## src/acc_defines.vh

```
// Purpose: constants for the two-comparator control block
// Assumes: byte-wide registers on a plain address/strobe port
// Notes:   offsets are block-local indices
`ifndef ACC_DEFINES_VH
`define ACC_DEFINES_VH

`define ACC_ADDR_W          4
`define ACC_OFS_MAIN1       4'h0
`define ACC_OFS_EDGE1       4'h1
`define ACC_OFS_MINUS1      4'h2
`define ACC_OFS_PLUS1       4'h3
`define ACC_OFS_MAIN2       4'h4
`define ACC_OFS_EDGE2       4'h5
`define ACC_OFS_MINUS2      4'h6
`define ACC_OFS_PLUS2       4'h7
`define ACC_OFS_MIRROR      4'h8
`define ACC_OFS_FLAGS       4'h9

`define ACC_BIT_ENABLE      7
`define ACC_BIT_RESULT      6
`define ACC_BIT_INVERT      4
`define ACC_BIT_DEADBAND    1
`define ACC_BIT_ALIGN       0
`define ACC_BIT_RISE        1
`define ACC_BIT_FALL        0
`define ACC_PLUS_LSB        3

`define ACC_RESET_BYTE      8'h00

`define ACC_SEL_GND         3'h7
`define ACC_SEL_FVR2        3'h6
`define ACC_NSEL_OPEN       3'h5
`define ACC_PSEL_DAC        3'h5
`define ACC_PSEL_LCDREF     3'h4

`endif

```

## src/acc_top.v

```verilog
// Purpose: control and status registers for two analog comparators
// Assumes: raw results arrive asynchronously from the analog cores
// Notes:   flags clear by writing 1 to the flag register bit
//
// Implementation choices: the address map and the strobed register port.
`timescale 1ns/1ps
`include "acc_defines.vh"

module acc_top (
   input  wire                    REF_CLK,
   input  wire                    RESET,
   input  wire [`ACC_ADDR_W-1:0]  ADDR,
   input  wire [7:0]              WDATA,
   input  wire                    WR,
   input  wire                    RD,
   output reg  [7:0]              RDATA,
   input  wire [1:0]              RAW_CMP,
   input  wire                    CNT_CLK,
   output wire [1:0]              CMP_ENABLE,
   output wire [1:0]              CMP_DEADBAND,
   output wire [1:0]              CMP_TO_TIMER,
   output wire [1:0]              CMP_TO_PIN,
   output wire [1:0]              CMP_IRQ_FLAG,
   output wire [7:0]              MINUS_ROUTE1,
   output wire [7:0]              MINUS_ROUTE2,
   output wire [7:0]              PLUS_ROUTE1,
   output wire [7:0]              PLUS_ROUTE2
);

   ////////////////////////////////////////////////////////////////////////
   // one-hot route decode; bit index = code, open codes give no route

   function [7:0] acc_minus_route;
      input [2:0] code;
      begin
         acc_minus_route = 8'h00;
         if (code != `ACC_NSEL_OPEN)
            acc_minus_route[code] = 1'b1;
      end
   endfunction

   function [7:0] acc_plus_route;
      input [2:0] code;
      input       lcdref_ok;
      begin
         acc_plus_route = 8'h00;
         if (code != 3'h2 && code != 3'h3 &&
             (code != `ACC_PSEL_LCDREF || lcdref_ok))
            acc_plus_route[code] = 1'b1;
      end
   endfunction

   ////////////////////////////////////////////////////////////////////////
   // register storage

   reg [1:0] enable;
   reg [1:0] invert_select;
   reg [1:0] input_deadband_en;
   reg [1:0] align_en;
   reg [1:0] rise_irq_en;
   reg [1:0] fall_irq_en;
   reg [2:0] minus_src_select [0:1];
   reg [2:0] plus_src_select  [0:1];

   wire wr_main1  = WR && ADDR == `ACC_OFS_MAIN1;
   wire wr_main2  = WR && ADDR == `ACC_OFS_MAIN2;
   wire wr_edge1  = WR && ADDR == `ACC_OFS_EDGE1;
   wire wr_edge2  = WR && ADDR == `ACC_OFS_EDGE2;
   wire wr_flags  = WR && ADDR == `ACC_OFS_FLAGS;

   always @(posedge REF_CLK) begin
      if (RESET) begin
         enable               <= 2'b00;
         invert_select        <= 2'b00;
         input_deadband_en    <= 2'b00;
         align_en             <= 2'b00;
         rise_irq_en          <= 2'b00;
         fall_irq_en          <= 2'b00;
         minus_src_select[0]  <= 3'h0;
         minus_src_select[1]  <= 3'h0;
         plus_src_select[0]   <= 3'h0;
         plus_src_select[1]   <= 3'h0;
      end else if (WR) begin
         // only implemented bits are stored
         if (wr_main1) begin
            enable[0]            <= WDATA[`ACC_BIT_ENABLE];
            invert_select[0]     <= WDATA[`ACC_BIT_INVERT];
            input_deadband_en[0] <= WDATA[`ACC_BIT_DEADBAND];
            align_en[0]          <= WDATA[`ACC_BIT_ALIGN];
         end
         if (wr_main2) begin
            enable[1]            <= WDATA[`ACC_BIT_ENABLE];
            invert_select[1]     <= WDATA[`ACC_BIT_INVERT];
            input_deadband_en[1] <= WDATA[`ACC_BIT_DEADBAND];
            align_en[1]          <= WDATA[`ACC_BIT_ALIGN];
         end
         if (wr_edge1) begin
            rise_irq_en[0] <= WDATA[`ACC_BIT_RISE];
            fall_irq_en[0] <= WDATA[`ACC_BIT_FALL];
         end
         if (wr_edge2) begin
            rise_irq_en[1] <= WDATA[`ACC_BIT_RISE];
            fall_irq_en[1] <= WDATA[`ACC_BIT_FALL];
         end
         if (ADDR == `ACC_OFS_MINUS1)
            minus_src_select[0] <= WDATA[2:0];
         if (ADDR == `ACC_OFS_MINUS2)
            minus_src_select[1] <= WDATA[2:0];
         // plus field taken from bits 5-3, the printed field position
         if (ADDR == `ACC_OFS_PLUS1)
            plus_src_select[0] <= WDATA[`ACC_PLUS_LSB+2:`ACC_PLUS_LSB];
         if (ADDR == `ACC_OFS_PLUS2)
            plus_src_select[1] <= WDATA[`ACC_PLUS_LSB+2:`ACC_PLUS_LSB];
      end
   end

   ////////////////////////////////////////////////////////////////////////
   // input synchronisers; first stage read only by second

   reg [1:0] raw_meta;
   reg [1:0] raw_sync;
   reg       cnt_meta;
   reg       cnt_sync;

   always @(posedge REF_CLK) begin
      if (RESET) begin
         raw_meta <= 2'b00;
         raw_sync <= 2'b00;
         cnt_meta <= 1'b0;
         cnt_sync <= 1'b0;
      end else begin
         raw_meta <= RAW_CMP;
         raw_sync <= raw_meta;
         cnt_meta <= CNT_CLK;
         cnt_sync <= cnt_meta;
      end
   end

   ////////////////////////////////////////////////////////////////////////
   // polarity and result capture

   // a disabled core is treated as low, so toggling invert, or toggling enable while the synchronised raw input is high, makes an edge
   wire [1:0] core_out  = raw_sync & enable;
   wire [1:0] polar_out = core_out ^ invert_select;

   reg  [1:0] result;

   always @(posedge REF_CLK) begin
      if (RESET)
         result <= 2'b00;
      else
         result <= polar_out;
   end

   ////////////////////////////////////////////////////////////////////////
   // per-comparator edge flags and output alignment

   wire [1:0] flag_clear = {2{wr_flags}} & WDATA[1:0];
   wire [1:0] unlatched  = (RAW_CMP & enable) ^ invert_select;

   genvar g;
   generate
      for (g = 0; g < 2; g = g + 1) begin : gen_cmp
         acc_edge_flag u_flag (
            .clk         (REF_CLK),
            .rst         (RESET),
            .result      (result[g]),
            .rise_irq_en (rise_irq_en[g]),
            .fall_irq_en (fall_irq_en[g]),
            .clear       (flag_clear[g]),
            .flag        (CMP_IRQ_FLAG[g])
         );
         acc_align u_align (
            .clk          (REF_CLK),
            .rst          (RESET),
            .raw_out      (unlatched[g]),
            .cnt_clk_sync (cnt_sync),
            .align_en     (align_en[g]),
            .aligned_out  (CMP_TO_TIMER[g])
         );
      end
   endgenerate

   assign CMP_TO_PIN   = CMP_TO_TIMER;
   assign CMP_ENABLE   = enable;
   assign CMP_DEADBAND = input_deadband_en;
   // inputs are disconnected while the comparator is off
   assign MINUS_ROUTE1 = enable[0] ? acc_minus_route(minus_src_select[0]) : 8'h00;
   assign MINUS_ROUTE2 = enable[1] ? acc_minus_route(minus_src_select[1]) : 8'h00;
   assign PLUS_ROUTE1  = enable[0] ? acc_plus_route(plus_src_select[0], 1'b0) : 8'h00;
   assign PLUS_ROUTE2  = enable[1] ? acc_plus_route(plus_src_select[1], 1'b1) : 8'h00;

   ////////////////////////////////////////////////////////////////////////
   // read port; unmapped addresses and reserved bits read zero

   reg [7:0] next_rdata;

   always @* begin
      next_rdata = `ACC_RESET_BYTE;
      case (ADDR)
         `ACC_OFS_MAIN1: next_rdata = {enable[0], result[0], 1'b0, invert_select[0],
                                       2'b00, input_deadband_en[0], align_en[0]};
         `ACC_OFS_MAIN2: next_rdata = {enable[1], result[1], 1'b0, invert_select[1],
                                       2'b00, input_deadband_en[1], align_en[1]};
         `ACC_OFS_EDGE1:  next_rdata = {6'h00, rise_irq_en[0], fall_irq_en[0]};
         `ACC_OFS_EDGE2:  next_rdata = {6'h00, rise_irq_en[1], fall_irq_en[1]};
         `ACC_OFS_MINUS1: next_rdata = {5'h00, minus_src_select[0]};
         `ACC_OFS_MINUS2: next_rdata = {5'h00, minus_src_select[1]};
         `ACC_OFS_PLUS1:  next_rdata = {2'b00, plus_src_select[0], 3'h0};
         `ACC_OFS_PLUS2:  next_rdata = {2'b00, plus_src_select[1], 3'h0};
         `ACC_OFS_MIRROR: next_rdata = {6'h00, result[1], result[0]};
         `ACC_OFS_FLAGS:  next_rdata = {6'h00, CMP_IRQ_FLAG};
         default:         next_rdata = `ACC_RESET_BYTE;
      endcase
   end

   always @(posedge REF_CLK) begin
      if (RESET)
         RDATA <= `ACC_RESET_BYTE;
      else if (RD)
         RDATA <= next_rdata;
      else
         RDATA <= `ACC_RESET_BYTE;
   end

endmodule // acc_top

```

## src/acc_edge_flag.v

```verilog
// Purpose: edge detector and sticky flag for one comparator
// Assumes: result input already registered on REF_CLK
// Notes:   set wins over a simultaneous clear
`timescale 1ns/1ps
module acc_edge_flag (
   input  wire clk,
   input  wire rst,
   input  wire result,
   input  wire rise_irq_en,
   input  wire fall_irq_en,
   input  wire clear,
   output reg  flag
);
   reg  prev;
   wire rise_evt = result & ~prev;
   wire fall_evt = ~result & prev;
   wire set_evt  = (rise_evt & rise_irq_en) | (fall_evt & fall_irq_en);

   always @(posedge clk) begin
      if (rst) begin
         prev <= 1'b0;
         flag <= 1'b0;
      end else begin
         prev <= result;
         if (set_evt)
            flag <= 1'b1;
         else if (clear)
            flag <= 1'b0;
      end
   end
endmodule // acc_edge_flag

```

## src/acc_align.v

```verilog
// Purpose: optional alignment of a comparator output to the counter clock
// Assumes: counter clock (post-prescale) already synchronised to REF_CLK
// Notes:   unaligned path is combinational by intent
`timescale 1ns/1ps
module acc_align (
   input  wire clk,
   input  wire rst,
   input  wire raw_out,
   input  wire cnt_clk_sync,
   input  wire align_en,
   output wire aligned_out
);
   reg cnt_clk_d;
   reg held;
   wire cnt_fall = cnt_clk_d & ~cnt_clk_sync;

   always @(posedge clk) begin
      if (rst) begin
         cnt_clk_d <= 1'b0;
         held      <= 1'b0;
      end else begin
         cnt_clk_d <= cnt_clk_sync;
         if (cnt_fall)
            held <= raw_out;
      end
   end

   // no latch when alignment is off, so the pin sees the comparator directly
   assign aligned_out = align_en ? held : raw_out;
endmodule // acc_align

```

## config.mk

```make
export PLATFORM = sky130hd
export DESIGN_NAME = acc_top
export DESIGN_NICKNAME = d
export VERILOG_FILES = /design/src/acc_top.v /design/src/acc_edge_flag.v /design/src/acc_align.v
export VERILOG_INCLUDE_DIRS = /design/src
export SDC_FILE = /design/constraint.sdc
export NUM_CORES = 1
export LEC_CHECK = 0
export BUFFER_PORTS_ARGS = -buffer_cell sky130_fd_sc_hd__buf_2
export CAP_MARGIN = 5
export CORE_MARGIN = 4
export CORE_UTILIZATION = 55
export CTS_CLUSTER_DIAMETER = 80
export DETAILED_ROUTE_END_ITERATION = 12
export GPL_ROUTABILITY_DRIVEN = 1
export PLACE_DENSITY = 0.85
export SLEW_MARGIN = 5
export SYNTH_ARGS = -nofsm -noshare
export SYNTH_HDL_FRONTEND = slang
export SYNTH_SLANG_ARGS = --single-unit
export TNS_END_PERCENT = 10
```

## constraint.sdc

```tcl
create_clock -name REF_CLK -period 3.4 [get_ports REF_CLK]
set_input_delay 0.85 -clock REF_CLK [delete_from_list [all_inputs] [get_ports REF_CLK]]
set_output_delay 0.85 -clock REF_CLK [all_outputs]
set_load 0.1 [all_outputs]
```

==> impl_metrics.json, run 1 <==
{
  "io_buffer_count": 60,
  "period_minus_slack_ns": 2.70,
  "static-leakage-power_nw": 1.07,
  "grt-ovfl-total": 0,
  "grt_first_pass_wirelength_mm": 8.25,
  "fin_worst_skew_ns": 0.00833,
  "grt_antenna_before_repair": 0,
  "stdcell_area_mm2": 0.00264,
  "insertion_delay_ns": 0.30,
  "cts_repair_resizes": 0,
  "cpMaxStageDelayCell": "dfxtp_1",
  "core_mm2": 0.00400,
  "grt_start_max_net_pins": 36,
  "worstSetupPathDepth": 4,
  "timing.critical_path.from_type": "flip-flop",
  "layout-area-overhead-vs-synth_pct": 15.1,
  "postCtsHoldBufs": 0,
  "tns_ns": 0,
  "pwr_density_cell_mw_per_mm2": 403,
  "dp.cells": 338,
  "startpoint_of_the_most_critical_setup_path": "CMP_ENABLE[0]$_SDFFE_PP0P_",
  "clockBufferDepth": 2,
  "grt.total_usage_pct": 20.2,
  "crit_family": "flip-flops",
  "timing.rr.start": "CMP_ENABLE[0]$_SDFFE_PP0P_",
  "drt_iter0_drc": 124,
  "detail_route.drc_violations": 0,
  "fmaxAchievable_mhz": 370,
  "crit_required_ns": 2.55,
  "worst_pin_slew_ns": 0.601,
  "final_report_setup_violation_count": 0,
  "design.die.area_mm2": 0.00526,
  "synth-edff-count": 12,
  "hold_viol": 0,
  "seq_area_frac_synth_pct": 46.3,
  "detail-route-antenna-nets": 0,
  "yosys_warnings": 0,
  "die_height_um": 72.5,
  "endpoint": "CMP_TO_TIMER[0]",
  "worst-setup-path-type": "flip-flop to primary output",
  "post-cts-setup-buffers": 0,
  "dp.final_hpwl_mm": 3.74,
  "cp_num_buf_inv": 1,
  "timing.critical_path.to_type": "primary output",
  "r2r_slack_ns": 2.21,
  "drv.max_cap_violation_count": 0,
  "async_reset_ff_share_pct": 0,
  "cts.reportedPaths.clkPinSlew_ns": 0.08,
  "grt_pass1_vias": 1677,
  "placed_area_mm2": 0.00255,
  "ctsRootBufferMaster": "clkbuf_8",
  "antenna_cells_inserted": 0,
  "reg2reg_depth": 3,
  "timing.critical_path.cells": "nand2_1, xor2_1, mux2i_1, buf_2",
  "ys_ff_latch": 47,
  "synthCells": 249,
  "die_w_um": 72.5,
  "grt_setup_unrepaired": "no",
  "worst_ep_arrival_time_ns": 1.85,
  "synth_ff_type": "dfxtp_1",
  "final.period_utilization_pct": 79.4,
  "via_count": 1891,
  "ctsHtreeMaxLevel": 2,
  "io-pin-count": 69,
  "number_of_iterations_in_the_first_detailed_routing_pass": 4,
  "fp-row-count": 23,
  "fraction_of_layout_cells_with_a_size_suffix_above_1_pct": 25.3,
  "synthesized_cell_area_mm2": 0.00229,
  "final_core_utilization_pct": 65.9,
  "power.total_mw": 1.06,
  "gp_routability_congestion": 0.804,
  "run_status": "finished, final reports clean",
  "vias_per_cell": 5.47,
  "maxSlewHeadroom_pct": 59.8,
  "post_synthesis_cell_type_count": 35,
  "worst-path-max-fanout": 11,
  "tritoncts_num_sinks": 47,
  "fin_nets": 314,
  "syn_area_per_cell_um2": 9.20,
  "cts_tree": "built",
  "critical_path.reg2reg.endpoint": "gen_cmp[0].u_align.held$_SDFFE_PP0P_",
  "finalNonFillerCells": 346,
  "hold_class": "flip-flop to flip-flop",
  "critical_path.max_stage_delay_ns": 0.59,
  "final_max_slew_viol_count": 0,
  "wl_mm": 5.17,
  "start_util_pct": 57.2,
  "max-vdd-ir-drop_mv": 0.343,
  "wl_per_cell_um": 14.9,
  "cts_inserted_buffers": 5
}
==> worst reg2reg max path: cells and delay by family (launching register included) <==
| family | cells | cell delay, ns |
|---|---|---|
| compound gates | 1 | 0.21 |
| xor+xnor | 1 | 0.19 |
| simple gates | 1 | 0.12 |
| flops | 1 | 0.59 |
==> sequential cells by signal, indices dropped and copies added, names as in the netlist <==
name                       cells
gen_cmp.u_flag.prev            2
minus_src_select               6
rise_irq_en                    2
result                         2
CMP_ENABLE                     2
RDATA                          8
gen_cmp.u_align.held           2
gen_cmp.u_flag.flag            2
plus_src_select                6
invert_select                  2
gen_cmp.u_align.cnt_clk_d      1
cnt_sync                       1
align_en                       2
fall_irq_en                    2
raw_meta                       2
CMP_DEADBAND                   2
cnt_meta                       1
raw_sync                       2
==> layer usage <==
layer  routed length (um)  GRT usage, %  up-vias
met5                    0             0        -
met1                 2140          26.4      872
met4                   68          6.76        0
met2                 2510          32.2       76
li1                     -             -      937
met3                  459          5.82        6
==> layout by cell type, fill, tap and decap left out <==
master,instances
edfxtp_1,12
a21oi_1,12
nor3_1,5
xor2_1,4
nand4b_1,2
or3b_1,2
nor3b_2,3
or3_1,4
clkbuf_1,1
o32a_1,2
nor4b_4,1
nor4b_2,1
inv_1,4
nor2b_1,11
o21bai_1,4
nor4_1,1
and2_1,7
dfxtp_1,35
nand2_1,12
a31oi_1,4
nand3b_1,6
o21ai_1,1
or2_4,1
mux2i_1,17
buf_2,60
o22ai_1,1
a211oi_1,2
clkbuf_8,5
clkinv_1,2
nand3_1,15
nor2_1,23
conb_1,7
nand2b_1,9
and3b_1,1
nor3_2,4
nor3b_1,1
o21ai_0,14
==> final cells by class <==
cell class              instances  area, um^2
fillers                       345        1370
multi-input cells             177        1120
flip-flops and latches         47        1060
repair buffers                 60         300
clock buffers                   6        72.6
well taps                      50        62.6
inverters                       4        15.0
clock inverters                 2        7.51
==> synthesized netlist by cell type, types with 2 or more instances <==
cell | n | area share [%]
nand3_1 | 15 | 3.3
nand2_1 | 12 | 2.0
or3b_1 | 2 | 0.77
buf_6 | 2 | 0.98
or3_1 | 4 | 1.1
nor3b_1 | 3 | 0.98
nand2b_1 | 9 | 2.5
nand4b_1 | 2 | 0.77
nand3b_1 | 6 | 2.0
o21bai_1 | 4 | 1.3
nor2b_1 | 11 | 3.0
dfxtp_1 | 35 | 31
and2_1 | 7 | 1.9
clkbuf_1 | 9 | 1.5
a21oi_1 | 12 | 2.6
xor2_1 | 4 | 1.5
nor3_1 | 9 | 2.0
o21ai_0 | 14 | 3.1
o32a_1 | 2 | 0.87
nor4b_1 | 2 | 0.77
mux2i_1 | 17 | 7.4
inv_1 | 4 | 0.66
a211oi_1 | 2 | 0.66
nor2_1 | 23 | 3.8
edfxtp_1 | 12 | 16
a31oi_1 | 4 | 1.1
buf_4 | 14 | 4.6
buf_2 | 2 | 0.44
==> metrics by stage <==
stage | worst slack [ns] | hold slack [ns]
finish | 0.701 | 0.444
global route | 0.553 | 0.467
CTS | 0.688 | 0.450
detailed placement | 0.714 | 0.435
global placement | 0.775 | 0.419
floorplan | -0.823 | 0.414
==> cell families (layout without fill, tap and decap cells) <==
family / after synthesis / after routing / synth area share [%]
AOI/OAI and AO/OA: 40 / 40 / 10.1
DFF: 47 / 47 / 46.3
muxes: 17 / 17 / 7.43
buffers and inverters: 31 / 72 / 8.14
and+or+nand+nor: 109 / 109 / 26.3
other: 1 / 7 / 0.164
xor gates and xnor gates: 4 / 4 / 1.53
==> where the power goes <==
group / internal, mW / switching [mW] / total [mW]
combinational: 0.0325 / 0.105 / 0.138
clock: 0.140 / 0.178 / 0.318
sequential: 0.589 / 0.0179 / 0.607
total: 0.762 / 0.301 / 1.06
==> how the worst min path moves through the flow <==
stage | from | end | slack [ns] | cells after the start
CTS | cnt_meta$_SDFF_PP0_ | cnt_sync$_SDFF_PP0_ | 0.45 | 1
finish | cnt_meta$_SDFF_PP0_ | cnt_sync$_SDFF_PP0_ | 0.44 | 1
detailed placement | raw_meta[0]$_SDFF_PP0_ | raw_sync[0]$_SDFF_PP0_ | 0.44 | 1
floorplan | cnt_meta$_SDFF_PP0_ | cnt_sync$_SDFF_PP0_ | 0.41 | 1
global placement | raw_meta[1]$_SDFF_PP0_ | raw_sync[1]$_SDFF_PP0_ | 0.42 | 1
global route | cnt_meta$_SDFF_PP0_ | cnt_sync$_SDFF_PP0_ | 0.47 | 1
No activity file was read; power rests on OpenSTA's default activity.
==> run 2, diff against run 1 <==
Settings changed: CORE_UTILIZATION 55 to 51, PLACE_DENSITY 0.85 to 0.79.
Clock period 3.4 ns to 2.5 ns, I/O delays scaled along.
==> impl_metrics.json, run 2 (synthesis results as in run 1) <==
{
  "dp.final_hpwl_mm": 3.74,
  "wl_per_cell_um": 14.1,
  "grt_first_pass_wirelength_mm": 7.88,
  "sequential_cell_area_mm2": 0.00107,
  "power.total_mw": 1.46,
  "design.die.area_mm2": 0.00563,
  "clockBufferDepth": 2,
  "grt-ovfl-total": 0,
  "core_mm2": 0.00435,
  "multiInputGateArea_mm2": 0.00123,
  "maxSlewHeadroom_pct": 59.6,
  "hold_class": "flip-flop to flip-flop",
  "grt_antenna_before_repair": 0,
  "worst-path-max-fanout": 4,
  "layout-area-overhead-vs-synth_pct": 24.0,
  "final_core_utilization_pct": 65.2,
  "antenna_cells_inserted": 0,
  "gp_routability_congestion": 0.938,
  "wl_mm": 4.92,
  "worst_ep_arrival_time_ns": 1.67,
  "hold_viol": 0,
  "start_util_pct": 52.6,
  "timing.critical_path.to_type": "primary output",
  "die_height_um": 75.0,
  "fin_worst_skew_ns": 0.00259,
  "fp-row-count": 24,
  "via_count": 1849,
  "post-cts-setup-buffers": 0,
  "fmaxAchievable_mhz": 436,
  "max-vdd-ir-drop_mv": 0.485,
  "minimum_hold_slack_ns": 0.449,
  "drv.max_cap_violation_count": 0,
  "postCtsHoldBufs": 0,
  "period_minus_slack_ns": 2.30,
  "worst-setup-path-type": "flip-flop to primary output",
  "vias_per_cell": 5.28,
  "insertion_delay_ns": 0.30,
  "final_common_cell": "buf_2",
  "io-pin-count": 69,
  "detail-route-antenna-nets": 0,
  "fin_nets": 316,
  "max_flop_register": "RDATA",
  "final.period_utilization_pct": 91.8,
  "cts_tree": "built",
  "worst_pin_slew_ns": 0.603,
  "crit_required_ns": 1.88,
  "number_of_iterations_in_the_first_detailed_routing_pass": 4,
  "num-fill-cells": 365,
  "timing.critical_path.from_type": "flip-flop",
  "most_frequent_cells_in_the_layout": "buf_2 (56), dfxtp_1 (33), mux2i_1 (17), nand3_1 (15)",
  "final_report_setup_violation_count": 0,
  "largest_reg_flops": 8,
  "tritoncts_num_sinks": 47,
  "pwr_density_cell_mw_per_mm2": 513,
  "largestRegisters": "RDATA: 8 flops, minus_src_select: 6 flops, plus_src_select: 6 flops",
  "die_w_um": 75.0,
  "fraction_of_layout_cells_with_a_size_suffix_above_1_pct": 33.2,
  "io_buffer_count": 60,
  "grt_setup_unrepaired": "no",
  "cts_repair_resizes": 0,
  "run_status": "finished, final reports clean",
  "cts.reportedPaths.clkPinSlew_ns": 0.08,
  "grt_pass1_vias": 1714,
  "grt_start_max_net_pins": 36,
  "static-leakage-power_nw": 1.13,
  "drt_iter0_drc": 153,
  "grt.total_usage_pct": 18.3,
  "cts_inserted_buffers": 5,
  "detail_route.drc_violations": 0,
  "ctsHtreeMaxLevel": 2,
  "final_max_slew_viol_count": 0,
  "ctsRootBufferMaster": "clkbuf_8"
}
## run 2: cell type report
type | instances | share of cell area [%]
Clock buffer | 5 | 2.42
Clock inverter | 3 | 0.529
Inverter | 4 | 0.529
Multi-Input combinational cell | 177 | 43.4
Sequential cell | 47 | 37.6
Tap cell | 52 | 2.29
Timing Repair Buffer | 62 | 13.2
## run 2: report_power, final
part / switching [mW] / internal [mW]
logic: 0.146 / 0.0512
registers: 0.0318 / 0.800
clock network: 0.237 / 0.191
total: 0.415 / 1.04
## run 2: worst paths after layout
path	slack (ns)	from	end	cells after the start
max	0.20	minus_src_select[0][3]$_DFFE_PP_	MINUS_ROUTE2[4]	3
min	0.45	raw_meta[0]$_SDFF_PP0_	raw_sync[0]$_SDFF_PP0_	1
max reg2reg	1.23	minus_src_select[0][1]$_DFFE_PP_	RDATA[1]$_SDFF_PP0_	3
min reg2reg	0.45	raw_meta[0]$_SDFF_PP0_	raw_sync[0]$_SDFF_PP0_	1
## run 2: through the flow
step / worst slack, ns / TNS, ns / area [um^2] / std cells
floorplan: -0.0333 / -0.0333 / 2490 / 255
global placement: 0.317 / 0 / 2760 / 342
detailed placement: 0.324 / 0 / 2760 / 342
CTS: 0.191 / 0 / 2840 / 350
global route: 0.130 / 0 / 2840 / 350
finish: 0.204 / 0 / 2840 / 350
## run 2: per-layer routing
metal | track usage, % | up-vias | wire length [um] | share of wire (%)
li1 | - | 943 | - | -
met1 | 24.0 | 832 | 2040 | 42
met2 | 29.3 | 67 | 2380 | 48
met3 | 5.34 | 7 | 444 | 9.0
met4 | 5.53 | 0 | 58 | 1.2
met5 | 0 | - | 0 | 0
## run 2: worst max-delay path, cell delays in order, from the launching register on
cell,delay (ns)
edfxtp_1,0.41
nand2b_1,0.29
nor3b_4,0.22
buf_2,0.44
==> run 3, diff against run 2 <==
Settings changed: SYNTH_HIERARCHICAL set to 1.
==> impl_metrics.json, run 3 <==
{
  "synth-compound-area-share_pct": 10.4,
  "detail_route.drc_violations": 0,
  "max-vdd-ir-drop_mv": 0.378,
  "grt_setup_unrepaired": "no",
  "synthesized_cell_area_mm2": 0.00235,
  "synth-edff-count": 12,
  "worst_pin_slew_ns": 0.655,
  "yosys-top-cells-area": "dfxtp_1 (31%), edfxtp_1 (15%), mux2i_1 (6.4%)",
  "number_of_iterations_in_the_first_detailed_routing_pass": 4,
  "async_reset_ff_share_pct": 0,
  "gp_routability_congestion": 0.808,
  "core_mm2": 0.00441,
  "vias_per_cell": 5.39,
  "tritoncts_num_sinks": 48,
  "portion_of_netlist_area_occupied_by_mux_cells_pct": 7.36,
  "ctsHtreeMaxLevel": 2,
  "dp.final_hpwl_mm": 3.88,
  "fin_nets": 319,
  "synth_xor_area_share_pct": 1.49,
  "timing.critical_path.from_type": "flip-flop",
  "postCtsHoldBufs": 0,
  "period_minus_slack_ns": 2.30,
  "worst_ep_arrival_time_ns": 1.67,
  "fraction_of_layout_cells_with_a_size_suffix_above_1_pct": 34.2,
  "worst-setup-path-type": "flip-flop to primary output",
  "crit_required_ns": 1.88,
  "netlist_top_cells_count": "dfxtp_1 (36), nor2_1 (21), mux2i_1 (15), nand3_1 (15), nor2b_1 (14)",
  "start_util_pct": 53.2,
  "grt-ovfl-total": 0,
  "cts_repair_resizes": 0,
  "seq_area_frac_synth_pct": 46.1,
  "final_common_cell": "buf_2",
  "final.period_utilization_pct": 92.0,
  "num-fill-cells": 356,
  "synth_simple_gate_area_share_pct": 27.7,
  "io-pin-count": 69,
  "ctsRootBufferMaster": "clkbuf_8",
  "post-cts-setup-buffers": 0,
  "grt_first_pass_wirelength_mm": 8.24,
  "clockBufferDepth": 2,
  "final_max_slew_viol_count": 0,
  "minimum_hold_slack_ns": 0.442,
  "wl_mm": 5.21,
  "final_report_setup_violation_count": 0,
  "antenna_cells_inserted": 0,
  "die_w_um": 75.8,
  "grt.total_usage_pct": 19.1,
  "timing.critical_path.to_type": "primary output",
  "post_synthesis_cell_type_count": 39,
  "sequential_cell_area_mm2": 0.00109,
  "grt_pass1_vias": 1780,
  "die_height_um": 75.8,
  "syn_area_per_cell_um2": 9.46,
  "fin_worst_skew_ns": 0.0114,
  "hold_viol": 0,
  "cts_inserted_buffers": 5,
  "fmaxAchievable_mhz": 435,
  "cpMaxStageDelayCell": "buf_2",
  "via_count": 1902,
  "crit_family": "simple AND/OR/NAND/NOR gates",
  "dp.cells": 345,
  "largestRegisters": "RDATA: 8 flops, minus_src_select: 6 flops, plus_src_select: 6 flops",
  "synth_adder_area_share_pct": 0,
  "design.die.area_mm2": 0.00575,
  "grt_start_max_net_pins": 39,
  "synth_most_common_cell": "dfxtp_1",
  "cp_num_buf_inv": 1,
  "fp-row-count": 24,
  "area_share_of_the_leading_cell_type_in_the_synthesized_netlist_pct": 30.7,
  "cts.reportedPaths.clkPinSlew_ns": 0.08,
  "synth_ff_type": "dfxtp_1",
  "ys_ff_latch": 48,
  "io_buffer_count": 60,
  "wl_per_cell_um": 14.7,
  "run_status": "finished, final reports clean",
  "maxSlewHeadroom_pct": 56.2,
  "layout-area-overhead-vs-synth_pct": 25.4,
  "timing.critical_path.cells": "nand2b_1, nor3b_4, buf_2",
  "multiInputGateArea_mm2": 0.00130,
  "finalNonFillerCells": 353,
  "drt_iter0_drc": 99,
  "yosys_warnings": 6,
  "grt_antenna_before_repair": 0,
  "post-synth-top-area-cell": "dfxtp_1",
  "insertion_delay_ns": 0.31,
  "detail-route-antenna-nets": 0,
  "max_flop_register": "RDATA",
  "most_frequent_cells_in_the_layout": "buf_2 (56), dfxtp_1 (34), nand3_1 (15), mux2i_1 (15)",
  "critical_path.max_stage_delay_ns": 0.45,
  "static-leakage-power_nw": 1.18,
  "hold_class": "flip-flop to flip-flop",
  "dominant_combinational_cell_family_by_area_after_synthesis": "simple AND/OR/NAND/NOR gates",
  "drv.max_cap_violation_count": 0,
  "pwr_density_cell_mw_per_mm2": 545,
  "largest_reg_flops": 8,
  "worst-path-max-fanout": 4,
  "cts_tree": "built",
  "synthCells": 248
}
## run 3: final timing paths
| path | startpoint | slack, ns | endpoint | cells after the start |
|---|---|---|---|---|
| worst max-delay path | minus_src_select[0][0]$_DFFE_PP_ | 0.20 | MINUS_ROUTE1[4] | 3 |
| worst min-delay path | cnt_meta$_SDFF_PP0_ | 0.44 | cnt_sync$_SDFF_PP0_ | 1 |
| worst max register to register | minus_src_select[0][4]$_DFFE_PP_ | 1.39 | RDATA[1]$_SDFF_PP0_ | 3 |
| worst min register to register | cnt_meta$_SDFF_PP0_ | 0.44 | cnt_sync$_SDFF_PP0_ | 1 |
## run 3: final cells by class
class                      instances  share of cell area, %
multi-input combinational        182                   44.3
sequential                        48                   37.0
timing repair buffer              61                   12.5
clock buffer                       5                   2.34
tap                               52                   2.21
clock inverter                     3                   1.44
inverter                           2                  0.255
## run 3: through the flow
step	cell area (um^2)	utilization, %	TNS (ns)	total power [mW]	setup WS, ns
2_1_floorplan	2550	-	-0.0333	1.03	-0.0333
3_3_place_gp	2830	64.2	0	1.06	0.454
3_5_place_dp	2830	64.2	0	1.06	0.448
4_1_cts	2940	66.7	0	1.62	0.174
5_1_grt	2940	66.7	0	1.67	0.122
6_report	2940	66.7	0	1.60	0.200
## run 3: per-layer routing
| layer | part of all wire (%) | vias to the layer above | track usage (%) |
|---|---|---|---|
| met3 | 6.9 | 6 | 4.88 |
| li1 | - | 960 | - |
| met5 | 0 | - | 0 |
| met2 | 49 | 59 | 32.1 |
| met1 | 43 | 877 | 23.8 |
| met4 | 1.5 | 0 | 6.60 |
## run 3: power by group
part | leakage [nW] | switching [mW] | internal (mW) | total [mW]
Sequential | 0.408 | 0.0327 | 0.815 | 0.848
Clock | 0.0558 | 0.262 | 0.296 | 0.558
Combinational | 0.714 | 0.145 | 0.0525 | 0.198
Total | 1.18 | 0.440 | 1.16 | 1.60
## run 3: worst register-to-register path: stages, from the launching register on
cell and delay (ns):
edfxtp_1 0.59, mux2i_1 0.13, o32a_1 0.18, a21oi_1 0.13
## run 3: cell families after synthesis
kind of cell,count (synthesis)
AND/OR/NAND/NOR,114
XOR/XNOR,4
buffers and inverters,24
AO/OA/AOI/OAI,40
other,1
multiplexers,17
flip-flops,48
